File: src/design/acc_consts.vh
// constants for the comparator control block
// Notes on behaviour
// - raw result is one when positive input level exceeds negative input level.
// - comparator off bit powers comparator down at any time; zero restores it.
// - bandgap select picks internal reference for positive input, else pin 0.
// - result passes a two-flop synchronizer into the output status bit.
// - flag sets when synchronized output shows the selected edge type.
// - interrupt request only while flag, enable and global enable are set.
// - flag clears when the processor takes the comparator vector.
// - writing one to the flag clears it; writing zero leaves it.
// - capture route bit feeds comparator output to timer capture front end.
// - capture route clear leaves timer capture input disconnected.
// - mode 00 toggle, 01 reserved, 10 falling edge, 11 rising edge.
// - select codes 000 to 101 pick pins 1 to 6; 110, 111 reserved.
// - pin digital-off bit disables its buffer; port bit reads zero.
`ifndef ACC_CONSTS_VH
`define ACC_CONSTS_VH

`define ACC_ADDR_CTRL_STATUS 8'h50
`define ACC_ADDR_INPUT_SELECT 8'h7d
`define ACC_ADDR_PIN_DISABLE 8'h7e
`define ACC_ADDR_EVENT_STATUS 8'h60
`define ACC_ADDR_EVENT_MASK 8'h61

`define ACC_BIT_OFF 7
`define ACC_BIT_BANDGAP 6
`define ACC_BIT_OUTPUT 5
`define ACC_BIT_FLAG 4
`define ACC_BIT_IRQ_EN 3
`define ACC_BIT_CAPTURE 2
`define ACC_BIT_MODE_HI 1
`define ACC_BIT_MODE_LO 0

`define ACC_SEL_MSB 2
`define ACC_SEL_LSB 0
`define ACC_BIT_PIN1_OFF 1
`define ACC_BIT_PIN0_OFF 0
`define ACC_BIT_EV_RISE 0
`define ACC_BIT_EV_FALL 1

`define ACC_MODE_TOGGLE 2'h0
`define ACC_MODE_RESERVED 2'h1
`define ACC_MODE_FALL 2'h2
`define ACC_MODE_RISE 2'h3

`define ACC_RESET_CTRL 8'h00
`define ACC_RESET_SELECT 3'h0
`define ACC_RESET_PIN_OFF 2'h0
`define ACC_RESET_EVENTS 2'h0

`define ACC_SYNC_STAGES 2

`endif

File: src/design/acc_sync.v
// two-flop level synchronizer, parameterised width
`timescale 1ns/1ps
`default_nettype none
module acc_sync #(
    parameter WIDTH = 1
) (
    input wire core_clk,
    input wire rst,
    input wire [WIDTH-1:0] async_in,
    output reg [WIDTH-1:0] sync_out
);

reg [WIDTH-1:0] meta;

// first stage feeds only the second stage
always @(posedge core_clk or posedge rst) begin
    if (rst) begin
        meta <= {WIDTH{1'b0}};
        sync_out <= {WIDTH{1'b0}};
    end else begin
        meta <= async_in;
        sync_out <= meta;
    end
end

endmodule
`default_nettype wire

File: src/design/acc_edge_det.v
// edge detector with selectable event type
`timescale 1ns/1ps
`default_nettype none
`include "acc_consts.vh"
module acc_edge_det (
    input wire core_clk,
    input wire rst,
    input wire level,
    input wire [1:0] mode,
    output wire event_pulse,
    output wire rise,
    output wire fall
);

reg prev;
reg sel_event;

always @(posedge core_clk or posedge rst) begin
    if (rst) begin
        prev <= 1'b0;
    end else begin
        prev <= level;
    end
end

assign rise = level & ~prev;
assign fall = ~level & prev;

always @* begin
    sel_event = 1'b0;
    case (mode)
        `ACC_MODE_TOGGLE: sel_event = rise | fall;
        `ACC_MODE_FALL: sel_event = fall;
        `ACC_MODE_RISE: sel_event = rise;
        default: sel_event = 1'b0;
    endcase
end

assign event_pulse = sel_event;

endmodule
`default_nettype wire

File: src/design/acc_top.v
// comparator control, status and register logic
`timescale 1ns/1ps
`default_nettype none
`include "acc_consts.vh"
module acc_top #(
    parameter LEVEL_W = 8,
    parameter [LEVEL_W-1:0] BANDGAP_LEVEL = 8'h80
) (
    input wire core_clk,
    input wire rst,
    // register port
    input wire [7:0] addr,
    input wire [7:0] wdata,
    input wire wr,
    input wire rd,
    output reg [7:0] rdata,
    // core side
    input wire global_irq_enable,
    input wire vector_taken,
    output reg comparator_irq_req,
    output reg sys_irq,
    // analog levels seen by the comparator model
    input wire [LEVEL_W-1:0] comparator_pin_0,
    input wire [LEVEL_W-1:0] comparator_pin_1,
    input wire [LEVEL_W-1:0] comparator_pin_2,
    input wire [LEVEL_W-1:0] comparator_pin_3,
    input wire [LEVEL_W-1:0] comparator_pin_4,
    input wire [LEVEL_W-1:0] comparator_pin_5,
    input wire [LEVEL_W-1:0] comparator_pin_6,
    // digital side of the two shared pins
    input wire pin0_digital,
    input wire pin1_digital,
    output reg pin0_port_bit,
    output reg pin1_port_bit,
    output reg pin0_digital_off,
    output reg pin1_digital_off,
    // analog control
    output reg comparator_off,
    output reg bandgap_select,
    output reg [2:0] negative_input_select,
    // timer capture front end
    output reg capture_route_enable,
    output reg capture_trigger
);

////////////////////////////////////////////////////////////////////////////
// register state

reg comparator_irq_flag;
reg comparator_irq_enable;
reg irq_mode_high;
reg irq_mode_low;
reg [1:0] event_status;
reg [1:0] event_mask;

wire comparator_output_sync;
wire [1:0] pin_digital_sync;
wire edge_event;
wire edge_rise;
wire edge_fall;

////////////////////////////////////////////////////////////////////////////
// functions

// picks the negative level; reserved codes give full scale
function [LEVEL_W-1:0] neg_level;
    input [2:0] sel;
    input [LEVEL_W-1:0] l1;
    input [LEVEL_W-1:0] l2;
    input [LEVEL_W-1:0] l3;
    input [LEVEL_W-1:0] l4;
    input [LEVEL_W-1:0] l5;
    input [LEVEL_W-1:0] l6;
    begin
        case (sel)
            3'h0: neg_level = l1;
            3'h1: neg_level = l2;
            3'h2: neg_level = l3;
            3'h3: neg_level = l4;
            3'h4: neg_level = l5;
            3'h5: neg_level = l6;
            default: neg_level = {LEVEL_W{1'b1}};
        endcase
    end
endfunction

// write-one-to-clear with set priority
function w1c_next;
    input cur;
    input set;
    input clr;
    begin
        if (set) begin
            w1c_next = 1'b1;
        end else if (clr) begin
            w1c_next = 1'b0;
        end else begin
            w1c_next = cur;
        end
    end
endfunction

////////////////////////////////////////////////////////////////////////////
// comparator model

wire [LEVEL_W-1:0] pos_level;
wire [LEVEL_W-1:0] neg_sel_level;
wire raw_result;

assign pos_level = bandgap_select ? BANDGAP_LEVEL : comparator_pin_0;
assign neg_sel_level = neg_level(negative_input_select, comparator_pin_1,
    comparator_pin_2, comparator_pin_3, comparator_pin_4,
    comparator_pin_5, comparator_pin_6);
// unpowered comparator drives low; turning it off can look like a fall
assign raw_result = ~comparator_off & (pos_level > neg_sel_level);

////////////////////////////////////////////////////////////////////////////
// synchronizers

// comparator output is asynchronous to the core clock
acc_sync #(
    .WIDTH(1)
) u_out_sync (
    .core_clk(core_clk),
    .rst(rst),
    .async_in(raw_result),
    .sync_out(comparator_output_sync)
);

acc_sync #(
    .WIDTH(2)
) u_pin_sync (
    .core_clk(core_clk),
    .rst(rst),
    .async_in({pin1_digital, pin0_digital}),
    .sync_out(pin_digital_sync)
);

////////////////////////////////////////////////////////////////////////////
// edge detection

acc_edge_det u_edge (
    .core_clk(core_clk),
    .rst(rst),
    .level(comparator_output_sync),
    .mode({irq_mode_high, irq_mode_low}),
    .event_pulse(edge_event),
    .rise(edge_rise),
    .fall(edge_fall)
);

////////////////////////////////////////////////////////////////////////////
// register decode

wire wr_ctrl;
wire wr_select;
wire wr_pin_off;
wire wr_ev_status;
wire wr_ev_mask;

assign wr_ctrl = wr & (addr == `ACC_ADDR_CTRL_STATUS);
assign wr_select = wr & (addr == `ACC_ADDR_INPUT_SELECT);
assign wr_pin_off = wr & (addr == `ACC_ADDR_PIN_DISABLE);
assign wr_ev_status = wr & (addr == `ACC_ADDR_EVENT_STATUS);
assign wr_ev_mask = wr & (addr == `ACC_ADDR_EVENT_MASK);

wire flag_clear;
wire next_flag;
wire [1:0] ev_set;
wire [1:0] ev_clear;
wire [1:0] next_event_status;

assign flag_clear = (wr_ctrl & wdata[`ACC_BIT_FLAG]) | vector_taken;
// a new edge in the clearing cycle keeps the flag set
assign next_flag = w1c_next(comparator_irq_flag, edge_event, flag_clear);

assign ev_set = {edge_fall, edge_rise};
assign ev_clear = wr_ev_status ? wdata[1:0] : 2'h0;
assign next_event_status[`ACC_BIT_EV_RISE] = w1c_next(
    event_status[`ACC_BIT_EV_RISE], ev_set[0], ev_clear[0]);
assign next_event_status[`ACC_BIT_EV_FALL] = w1c_next(
    event_status[`ACC_BIT_EV_FALL], ev_set[1], ev_clear[1]);

////////////////////////////////////////////////////////////////////////////
// control registers

always @(posedge core_clk or posedge rst) begin
    if (rst) begin
        comparator_off <= 1'b0;
        bandgap_select <= 1'b0;
        comparator_irq_enable <= 1'b0;
        capture_route_enable <= 1'b0;
        irq_mode_high <= 1'b0;
        irq_mode_low <= 1'b0;
    end else if (wr_ctrl) begin
        // output bit is read-only and the flag is handled apart
        comparator_off <= wdata[`ACC_BIT_OFF];
        bandgap_select <= wdata[`ACC_BIT_BANDGAP];
        comparator_irq_enable <= wdata[`ACC_BIT_IRQ_EN];
        capture_route_enable <= wdata[`ACC_BIT_CAPTURE];
        irq_mode_high <= wdata[`ACC_BIT_MODE_HI];
        irq_mode_low <= wdata[`ACC_BIT_MODE_LO];
    end
end

always @(posedge core_clk or posedge rst) begin
    if (rst) begin
        negative_input_select <= `ACC_RESET_SELECT;
    end else if (wr_select) begin
        // reserved upper bits dropped
        negative_input_select <= wdata[`ACC_SEL_MSB:`ACC_SEL_LSB];
    end
end

always @(posedge core_clk or posedge rst) begin
    if (rst) begin
        pin0_digital_off <= 1'b0;
        pin1_digital_off <= 1'b0;
    end else if (wr_pin_off) begin
        pin0_digital_off <= wdata[`ACC_BIT_PIN0_OFF];
        pin1_digital_off <= wdata[`ACC_BIT_PIN1_OFF];
    end
end

always @(posedge core_clk or posedge rst) begin
    if (rst) begin
        event_mask <= `ACC_RESET_EVENTS;
    end else if (wr_ev_mask) begin
        event_mask <= wdata[1:0];
    end
end

////////////////////////////////////////////////////////////////////////////
// flags and interrupts

always @(posedge core_clk or posedge rst) begin
    if (rst) begin
        comparator_irq_flag <= 1'b0;
        event_status <= `ACC_RESET_EVENTS;
    end else begin
        comparator_irq_flag <= next_flag;
        event_status <= next_event_status;
    end
end

always @(posedge core_clk or posedge rst) begin
    if (rst) begin
        comparator_irq_req <= 1'b0;
        sys_irq <= 1'b0;
    end else begin
        // request drops in the same edge the vector clears the flag
        comparator_irq_req <= next_flag & comparator_irq_enable &
            global_irq_enable;
        sys_irq <= |(next_event_status & event_mask);
    end
end

////////////////////////////////////////////////////////////////////////////
// timer capture route and pin read-back

always @(posedge core_clk or posedge rst) begin
    if (rst) begin
        capture_trigger <= 1'b0;
    end else begin
        // held low when not routed so the timer sees no edges
        capture_trigger <= capture_route_enable &
            comparator_output_sync;
    end
end

always @(posedge core_clk or posedge rst) begin
    if (rst) begin
        pin0_port_bit <= 1'b0;
        pin1_port_bit <= 1'b0;
    end else begin
        pin0_port_bit <= pin_digital_sync[0] & ~pin0_digital_off;
        pin1_port_bit <= pin_digital_sync[1] & ~pin1_digital_off;
    end
end

////////////////////////////////////////////////////////////////////////////
// read path

reg [7:0] next_rdata;

always @* begin
    next_rdata = 8'h00;
    case (addr)
        `ACC_ADDR_CTRL_STATUS: begin
            next_rdata[`ACC_BIT_OFF] = comparator_off;
            next_rdata[`ACC_BIT_BANDGAP] = bandgap_select;
            next_rdata[`ACC_BIT_OUTPUT] = comparator_output_sync;
            next_rdata[`ACC_BIT_FLAG] = comparator_irq_flag;
            next_rdata[`ACC_BIT_IRQ_EN] = comparator_irq_enable;
            next_rdata[`ACC_BIT_CAPTURE] = capture_route_enable;
            next_rdata[`ACC_BIT_MODE_HI] = irq_mode_high;
            next_rdata[`ACC_BIT_MODE_LO] = irq_mode_low;
        end
        `ACC_ADDR_INPUT_SELECT: begin
            next_rdata[`ACC_SEL_MSB:`ACC_SEL_LSB] = negative_input_select;
        end
        `ACC_ADDR_PIN_DISABLE: begin
            next_rdata[`ACC_BIT_PIN0_OFF] = pin0_digital_off;
            next_rdata[`ACC_BIT_PIN1_OFF] = pin1_digital_off;
        end
        `ACC_ADDR_EVENT_STATUS: begin
            next_rdata[1:0] = event_status;
        end
        `ACC_ADDR_EVENT_MASK: begin
            next_rdata[1:0] = event_mask;
        end
        default: begin
            next_rdata = 8'h00;
        end
    endcase
end

// unmapped addresses read zero; data only in the cycle after the strobe
always @(posedge core_clk or posedge rst) begin
    if (rst) begin
        rdata <= 8'h00;
    end else if (rd) begin
        rdata <= next_rdata;
    end else begin
        rdata <= 8'h00;
    end
end

endmodule
`default_nettype wire

File: config.mk
export PLATFORM = sky130hd
export DESIGN_NAME = acc_top
export DESIGN_NICKNAME = d
export VERILOG_FILES = /design/src/design/acc_sync.v /design/src/design/acc_edge_det.v /design/src/design/acc_top.v
export VERILOG_INCLUDE_DIRS = /design/src /design/src/design
export SDC_FILE = /design/constraint.sdc
export NUM_CORES = 1
export LEC_CHECK = 0
export ABC_CLOCK_PERIOD_IN_PS = 2200
export BUFFER_PORTS_ARGS = -buffer_cell sky130_fd_sc_hd__buf_2
export CAP_MARGIN = 20
export CORE_MARGIN = 2
export CORE_UTILIZATION = 40
export CTS_CLUSTER_DIAMETER = 80
export DETAILED_ROUTE_END_ITERATION = 6
export PLACE_DENSITY = 0.73
export SYNTH_ARGS = -nofsm -noshare
export SYNTH_HDL_FRONTEND = slang
export SYNTH_SLANG_ARGS = --single-unit
File: constraint.sdc
create_clock -name core_clk -period 2.2 [get_ports core_clk]
set_clock_uncertainty 0.05 [all_clocks]
set_input_delay 0.22 -clock core_clk [delete_from_list [all_inputs] [get_ports core_clk]]
set_output_delay 0.22 -clock core_clk [all_outputs]
set_load 0.1 [all_outputs]
==> impl_metrics.sql, run 1 <==
INSERT INTO impl_metrics (metric_group, metric, value, unit) VALUES
('worst_setup_path', 'reg2reg_to', 'u_out_sync.meta$_DFF_PP0_', ''),
('power_and_ir_drop', 'power_leakage', '1.50', 'nW'),
('clocking', 'worstSkewPairLatency', '0.28', 'ns'),
('sta', 'whs', '0.0939', 'ns'),
('cells_and_area', 'insertedDiodeCount', '0', ''),
('logic_synthesis', 'postSynthRegisterBits', '36', ''),
('logic_synthesis', 'sequential_share_of_the_synthesized_area', '41.5', '%'),
('global_route', 'antenna_found_initial', '0', ''),
('logic_synthesis', 'synth_mux_area_share', '14.9', '%'),
('placed_design', 'detailed_place_hpwl', '4.47', 'mm'),
('job', 'max-cap-violations', '0', ''),
('placed_design', 'placedInstanceArea', '2770', 'µm²'),
('worst_setup_path', 'timing.rr.start', 'negative_input_select[0]$_DFFE_PP0P_', ''),
('sta', 'worstMarginPinSlew', '0.649', 'ns'),
('cells_and_area', 'syn_to_final_growth', '35.5', '%'),
('logic_synthesis', 'syn_std_cell_area', '2170', 'µm²'),
('floorplanning', 'initial_utilization', '42.0', '%'),
('worst_hold_path', 'worstHoldPathType', 'primary input to flip-flop', ''),
('detailed_routing', 'vias', '2008', ''),
('sta', 'worst_slack', '-0.0461', 'ns'),
('floorplanning', 'die_x', '77.7', 'µm'),
('sta', 'min_period_over_period', '102', '%'),
('logic_synthesis', 'synth_warnings', '0', ''),
('floorplanning', 'io_pins', '101', ''),
('logic_synthesis', 'synth_area_per_cell', '10.9', 'µm²'),
('worst_hold_path', 'min_delay_path_depth', '2', ''),
('detailed_routing', 'route.detailed.vias_per_inst', '5.28', ''),
('worst_setup_path', 'setup.worst_path.start', 'negative_input_select[0]$_DFFE_PP0P_', ''),
('worst_hold_path', 'worst_hold_endpoint', 'comparator_irq_enable$_DFFE_PP0P_', ''),
('sta', 'timing.final.hold_violations', '0', ''),
('global_route', 'grt_start_max_net_pins', '24', ''),
('global_route', 'grt_remaining_overflow', '0', ''),
('sta', 'grt_setup_unrepaired', 'yes', ''),
('worst_setup_path', 'crit_path_end_kind', 'flip-flop', ''),
('placed_design', 'place_inst', '368', ''),
('clocking', 'cts-buffers-inserted', '5', ''),
('clocking', 'clock-root-buffer', 'clkbuf_8', ''),
('detailed_routing', 'post_route_antenna_net_violation_count', '0', ''),
('detailed_routing', 'dr.first_iter.drc_count', '146', ''),
('worst_setup_path', 'worst_ep_arrival_time', '2.41', 'ns'),
('worst_setup_path', 'path_max_fanout', '6', ''),
('sta', 'fmax', '445', 'MHz'),
('placed_design', 'buffer_ports.inserted', '99', ''),
('power_and_ir_drop', 'power_per_cell_area', '561', 'nW/µm²'),
('global_route', 'grt_first_pass_wirelength', '8.71', 'mm'),
('clocking', 'clock_tree.htree_level_count', '2', ''),
('global_route', 'grtUsageTotal', '18.5', '%'),
('clocking', 'cts_clk_pin_slew_worst_paths', '0.08', 'ns'),
('sta', 'setup_viol', '1', ''),
('power_and_ir_drop', 'vdd.ir_drop.worst', '0.509', 'mV'),
('detailed_routing', 'drtPass1Iterations', '4', ''),
('sta', 'maxSlewHeadroom', '56.7', '%'),
('worst_setup_path', 'worst_r2r_path_depth', '10', ''),
('outcome', 'outcome', 'finished, violations left', ''),
('worst_setup_path', 'startpoint_type', 'flip-flop', ''),
('outcome', 'violations', 'negative setup slack', ''),
('worst_setup_path', 'crit_required', '2.37', 'ns'),
('logic_synthesis', 'synth_top_family_by_area', 'simple AND/OR/NAND/NOR gates', ''),
('global_route', 'first_global_vias', '1880', ''),
('placed_design', 'place_congestion', '0.929', ''),
('clocking', 'ctsLongestPathBuffers', '2', ''),
('sta', 'slew_violations', '0', ''),
('cells_and_area', 'fin_cells', '380', ''),
('worst_setup_path', 'critPathKind', 'flip-flop to flip-flop', ''),
('logic_synthesis', 'synth_xor_xnor_area_share', '0', '%'),
('sta', 'post-route-min-period', '2.25', 'ns'),
('clocking', 'tritoncts', 'built', ''),
('worst_hold_path', 'min_from', 'wdata[3]', ''),
('cells_and_area', 'num-nets-final', '399', ''),
('floorplanning', 'die_height', '77.7', 'µm'),
('logic_synthesis', 'synth_compound_area_share', '16.7', '%');
placed cells by master (no fill, tap or decap), drive strengths merged:
master,count
buf,107
dfrtp,36
mux2,20
a21oi,19
nor2b,12
ha,10
nor2,9
o21ai,9
a22o,8
and2,8
inv,7
nand2,7
clkbuf,5
a221oi,4
nand4,3
mux4,3
o22ai,3
dlygate4sd3,3
and3,3
nor3,3
clkinv,3
or2,2
and4bb,2
nand3,2
a22oi,2
a222oi,2
a21o,2
or3,2
mux2i,2
nand2b,2
and4,2
a211oi,2
nor4,1
nand3b,1
o21bai,1
and2b,1
o21a,1
a31oi,1
per-stage QoR:
stage	power, mW	setup WS [ns]	setup TNS, ns	utilization [%]
2_1_floorplan	1.04	-0.157	-0.157	-
3_3_place_gp	1.17	-0.104	-0.104	53.6
3_5_place_dp	1.18	-0.133	-0.133	53.6
4_1_cts	1.66	-0.0471	-0.0471	56.6
5_1_grt	1.74	-0.147	-0.147	56.9
6_report	1.65	-0.0461	-0.0461	56.9
per-layer routing:
| layer | GRT usage, % | part of all wire (%) |
|---|---|---|
| met1 | 23.7 | 43 |
| met2 | 31.2 | 51 |
| met4 | 5.54 | 1.2 |
| met5 | 0 | 0 |
| met3 | 3.95 | 5.0 |
area by class of cell:
type / instances / area, µm² / share of cell area [%]
Tap cell: 70 / 87.6 / 2.98
Multi-Input combinational cell: 149 / 1230 / 41.7
Sequential cell: 36 / 912 / 31.0
Clock inverter: 3 / 18.8 / 0.638
Timing Repair Buffer: 110 / 602 / 20.5
Clock buffer: 5 / 68.8 / 2.34
Inverter: 7 / 26.3 / 0.893
report_power, final:
group	total, mW	switching, mW	internal, mW
logic	0.444	0.253	0.190
registers	0.746	0.0399	0.706
clock network	0.461	0.240	0.221
state kept, by name, summed over array words and instances, names as in the netlist, 2 cells and up:
signal and count:
event_mask 2, u_pin_sync.sync_out 2, u_pin_sync.meta 2, rdata 8
event_status 2, negative_input_select 3
Yosys cell counts (2+ instances only):
cell type	number	share of area, %
nand3_1	2	0.46
mux2_1	3	1.6
o21ai_0	9	2.1
ha_1	10	5.8
a22oi_1	2	0.69
inv_1	7	1.2
nor2b_1	11	3.2
nand2b_1	2	0.58
mux2_2	14	7.3
and2_1	7	2.0
or3_1	2	0.58
nand4_1	3	0.86
nor3_1	2	0.46
o22ai_1	3	0.86
a222oi_1	2	0.92
nor2_1	8	1.4
a221oi_1	3	1.2
mux2i_1	2	0.92
mux2_4	3	2.1
a21oi_1	19	4.4
a21o_1	2	0.69
clkbuf_1	3	0.52
mux4_2	3	3.1
a22o_1	8	3.2
or2_2	2	0.58
buf_2	2	0.46
and3_1	2	0.58
and4bb_4	2	1.5
nand2_1	5	0.86
nand2_4	2	1.0
dfrtp_1	36	41
buf_6	2	1.0
and4_1	2	0.81
cell families (layout without fill, tap and decap cells):
logic type	Yosys count	count (layout)
multiplexers	25	25
adder cells (fa/ha/maj)	10	10
flip-flops	36	36
AND/OR/NAND/NOR	60	60
buffers and inverters	14	125
AO/OA/AOI/OAI	54	54
worst max-delay path by stage:
stage                           endpoint  slack [ns]  cells past startpoint
2_1_floorplan  u_out_sync.meta$_DFF_PP0_       -0.16                      9
4_1_cts        u_out_sync.meta$_DFF_PP0_       -0.05                      9
3_3_place_gp   u_out_sync.meta$_DFF_PP0_       -0.10                      9
3_5_place_dp   u_out_sync.meta$_DFF_PP0_       -0.13                      9
5_1_grt        u_out_sync.meta$_DFF_PP0_       -0.15                      9
6_report       u_out_sync.meta$_DFF_PP0_       -0.05                     10
repair_timing:
| item | CTS | global route |
|---|---|---|
| setup buffers | 1 | 0 |
| endpoints found under the setup margin | 1 | 1 |
| pin swaps | 6 | 3 |
| hold endpoints to repair | 17 | 0 |
| resized for setup | 8 | 3 |
| hold buffers | 3 | 0 |
worst max-delay path, cell delays in order (launching register included):
cell	delay [ns]
dfrtp_4	0.52
buf_6	0.15
mux2_4	0.29
a221oi_2	0.21
a21oi_1	0.07
a21oi_1	0.16
ha_1	0.26
and4_1	0.17
a21oi_1	0.12
o21ai_1	0.07
a21oi_1	0.10
Note: power is estimated with default switching activity, not from simulation.
==> run 2, diff against run 1 <==
Settings changed: CORE_ASPECT_RATIO from default to 2.
==> run 2 against run 1 <==
Against the previous run:
- the run still ends with negative setup slack left
- die area increased by 0.58%
- total power grew 1.7%
- highest routed layer unchanged
- global-route usage decreased by 0.62 points
==> impl_metrics.sql, run 2 (synthesis gave the netlist of run 1 again) <==
INSERT INTO impl_metrics (metric_group, metric, value, unit) VALUES
('outcome', 'outcome', 'finished, violations left', ''),
('outcome', 'violations', 'negative setup slack', ''),
('worst_setup_path', 'crit_path_end_kind', 'flip-flop', ''),
('cells_and_area', 'num-nets-final', '400', ''),
('worst_setup_path', 'critical-path-slowest-cell', 'dfrtp_4', ''),
('sta', 'slew_violations', '0', ''),
('sta', 'post-route-min-period', '2.31', 'ns'),
('detailed_routing', 'dr.first_iter.drc_count', '48', ''),
('cells_and_area', 'filler_cell_count', '482', ''),
('worst_hold_path', 'worstHoldPathType', 'primary input to flip-flop', ''),
('placed_design', 'place_congestion', '0.886', ''),
('worst_setup_path', 'worst_ep_arrival_time', '2.46', 'ns'),
('clocking', 'clock-root-buffer', 'clkbuf_8', ''),
('floorplanning', 'fp-row-count', '38', ''),
('placed_design', 'detailed_place_hpwl', '4.22', 'mm'),
('floorplanning', 'die_x', '56.1', 'µm'),
('power_and_ir_drop', 'vdd.ir_drop.worst', '0.485', 'mV'),
('power_and_ir_drop', 'post-layout-total-power', '1.68', 'mW'),
('worst_setup_path', 'timing.critical_path.cells', 'buf_6, mux2_4, a221oi_2, a21oi_1, a21oi_1, ha_1, and4_1, a21oi_1, o21ai_1, a21oi_1', ''),
('cells_and_area', 'regMostFlops', 'rdata', ''),
('placed_design', 'placement.setup.worst_slack', '-0.164', 'ns'),
('sta', 'worst_slack', '-0.107', 'ns'),
('clocking', 'cts-buffers-inserted', '5', ''),
('global_route', 'grt_first_pass_wirelength', '8.60', 'mm'),
('global_route', 'antenna_found_initial', '0', ''),
('cells_and_area', 'post_route_cells_drive_above_1_share', '49.7', '%'),
('worst_setup_path', 'path_max_fanout', '6', ''),
('clocking', 'tritoncts', 'built', ''),
('floorplanning', 'fp.dieArea', '6070', 'µm²'),
('sta', 'maxSlewHeadroom', '66.0', '%'),
('worst_setup_path', 'critical_path_buf_inv_count', '1', ''),
('clocking', 'clock_tree.htree_level_count', '2', ''),
('global_route', 'grtUsageTotal', '17.9', '%'),
('detailed_routing', 'route.detailed.vias_per_inst', '5.35', ''),
('detailed_routing', 'post_route_antenna_net_violation_count', '0', ''),
('cells_and_area', 'largest_register_ffs', '8', ''),
('detailed_routing', 'vias', '1981', ''),
('sta', 'min_period_over_period', '105', '%'),
('worst_setup_path', 'number_of_cells_on_the_critical_path', '10', ''),
('worst_setup_path', 'most_frequent_cp_cell', 'a21oi_1', ''),
('sta', 'worstMarginPinSlew', '0.505', 'ns'),
('cells_and_area', 'insertedDiodeCount', '0', ''),
('clocking', 'worstSkewPairLatency', '0.28', 'ns'),
('clocking', 'ctsLongestPathBuffers', '2', ''),
('clocking', 'sinks_on_the_clock_net', '36', ''),
('cells_and_area', 'layout.cells.most_common', 'buf_2', ''),
('job', 'max-cap-violations', '0', ''),
('worst_setup_path', 'worst_r2r_path_depth', '10', ''),
('sta', 'grt_setup_unrepaired', 'yes', ''),
('detailed_routing', 'route.detailed.drc', '0', ''),
('sta', 'setup_viol', '1', ''),
('worst_setup_path', 'worst_path_largest_cell_delay', '0.52', 'ns'),
('sta', 'timing.final.hold_violations', '0', ''),
('detailed_routing', 'detail_route.wl_per_cell', '14.1', 'µm'),
('detailed_routing', 'drtPass1Iterations', '4', ''),
('global_route', 'grt_start_max_net_pins', '37', ''),
('cells_and_area', 'syn_to_final_growth', '34.7', '%'),
('placed_design', 'buffer_ports.inserted', '99', ''),
('global_route', 'grt_remaining_overflow', '0', ''),
('power_and_ir_drop', 'power_leakage', '1.51', 'nW'),
('floorplanning', 'die_height', '108', 'µm'),
('floorplanning', 'initial_utilization', '40.8', '%'),
('power_and_ir_drop', 'power_per_cell_area', '574', 'nW/µm²'),
('floorplanning', 'area_of_the_core_region', '5330', 'µm²'),
('cells_and_area', 'layout.cells.most_common_list', '99 x buf_2, 33 x dfrtp_1, 18 x a21oi_1', ''),
('clocking', 'cts_clk_pin_slew_worst_paths', '0.06', 'ns'),
('worst_setup_path', 'crit_required', '2.35', 'ns'),
('cells_and_area', 'top_regs', 'rdata (8), negative_input_select (3)', ''),
('worst_setup_path', 'critPathKind', 'flip-flop to flip-flop', ''),
('sta', 'fmax', '433', 'MHz'),
('floorplanning', 'io_pins', '101', ''),
('global_route', 'first_global_vias', '1901', ''),
('worst_hold_path', 'min_delay_path_depth', '2', ''),
('worst_setup_path', 'cpLargestDelayFamily', 'compound AO/OA/AOI/OAI gates', ''),
('detailed_routing', 'finalWirelength', '5.21', 'mm'),
('worst_setup_path', 'startpoint_type', 'flip-flop', '');
## run 2: cell types whose count changed in the layout (fill, tap and decap cells not counted), moves of 2 or more
| cell | change |
|---|---|
| a221oi_1 | +2 |
| a221oi_2 | -2 |
| clkbuf_8 | +2 |
| clkinv_2 | -2 |
## run 2: final timing paths
| check | from | slack (ns) | end |
|---|---|---|---|
| worst max-delay path | negative_input_select[0]$_DFFE_PP0P_ | -0.11 | u_out_sync.meta$_DFF_PP0_ |
| worst min-delay path | wdata[3] | 0.11 | comparator_irq_enable$_DFFE_PP0P_ |
| worst max register to register | negative_input_select[0]$_DFFE_PP0P_ | -0.11 | u_out_sync.meta$_DFF_PP0_ |
| worst min register to register | u_out_sync.meta$_DFF_PP0_ | 0.30 | u_out_sync.sync_out$_DFF_PP0_ |
| max in group asynchronous | rst | 1.22 | negative_input_select[2]$_DFFE_PP0P_ |
| min in group asynchronous | rst | 0.52 | rdata[4]$_DFF_PP0_ |
## run 2: power breakdown
part           total, mW  leakage (nW)  switching [mW]  internal, mW
clock              0.489        0.0503           0.211         0.278
combinational      0.443         0.991           0.254         0.190
sequential         0.745         0.464          0.0383         0.707
total               1.68          1.51           0.503          1.17
## run 2: timing repair
action	in CTS	in global routing
buffers inserted	1	0
gates resized for setup	3	4
pin swaps	3	2
endpoints found under the setup margin	1	1
gates cloned	0	0
hold buffers	3	0
endpoints found under the hold margin	38	0
## run 2: cell type report
class                   instances  area, µm²  area share, %
repair buffers                111        601           20.5
multi-input cells             149       1210           41.5
well taps                      60       75.1           2.57
clock buffers                   7       96.3           3.29
flip-flops and latches         36        912           31.2
inverters                       7       26.3          0.899
## run 2: routing by layer
metal | global-route usage (%) | share of wire (%) | vias to the layer above
met1 | 23.0 | 42 | 911
met4 | 5.78 | 1.2 | 0
met3 | 3.95 | 8.0 | 7
met2 | 29.7 | 49 | 100
li1 | - | - | 963
met5 | 0 | 0 | -
## run 2: stage by stage
step	utilization [%]	instance area, µm²	hold slack (ns)	setup TNS [ns]	cells
after floorplan	-	2180	0.201	-0.157	199
final	54.9	2920	0.106	-0.107	370
after global routing	54.9	2920	0.101	-0.213	370
after CTS	54.6	2910	0.0972	-0.113	370
after detailed placement	52.0	2770	0.283	-0.164	359
after global placement	52.0	2770	0.280	-0.0645	359
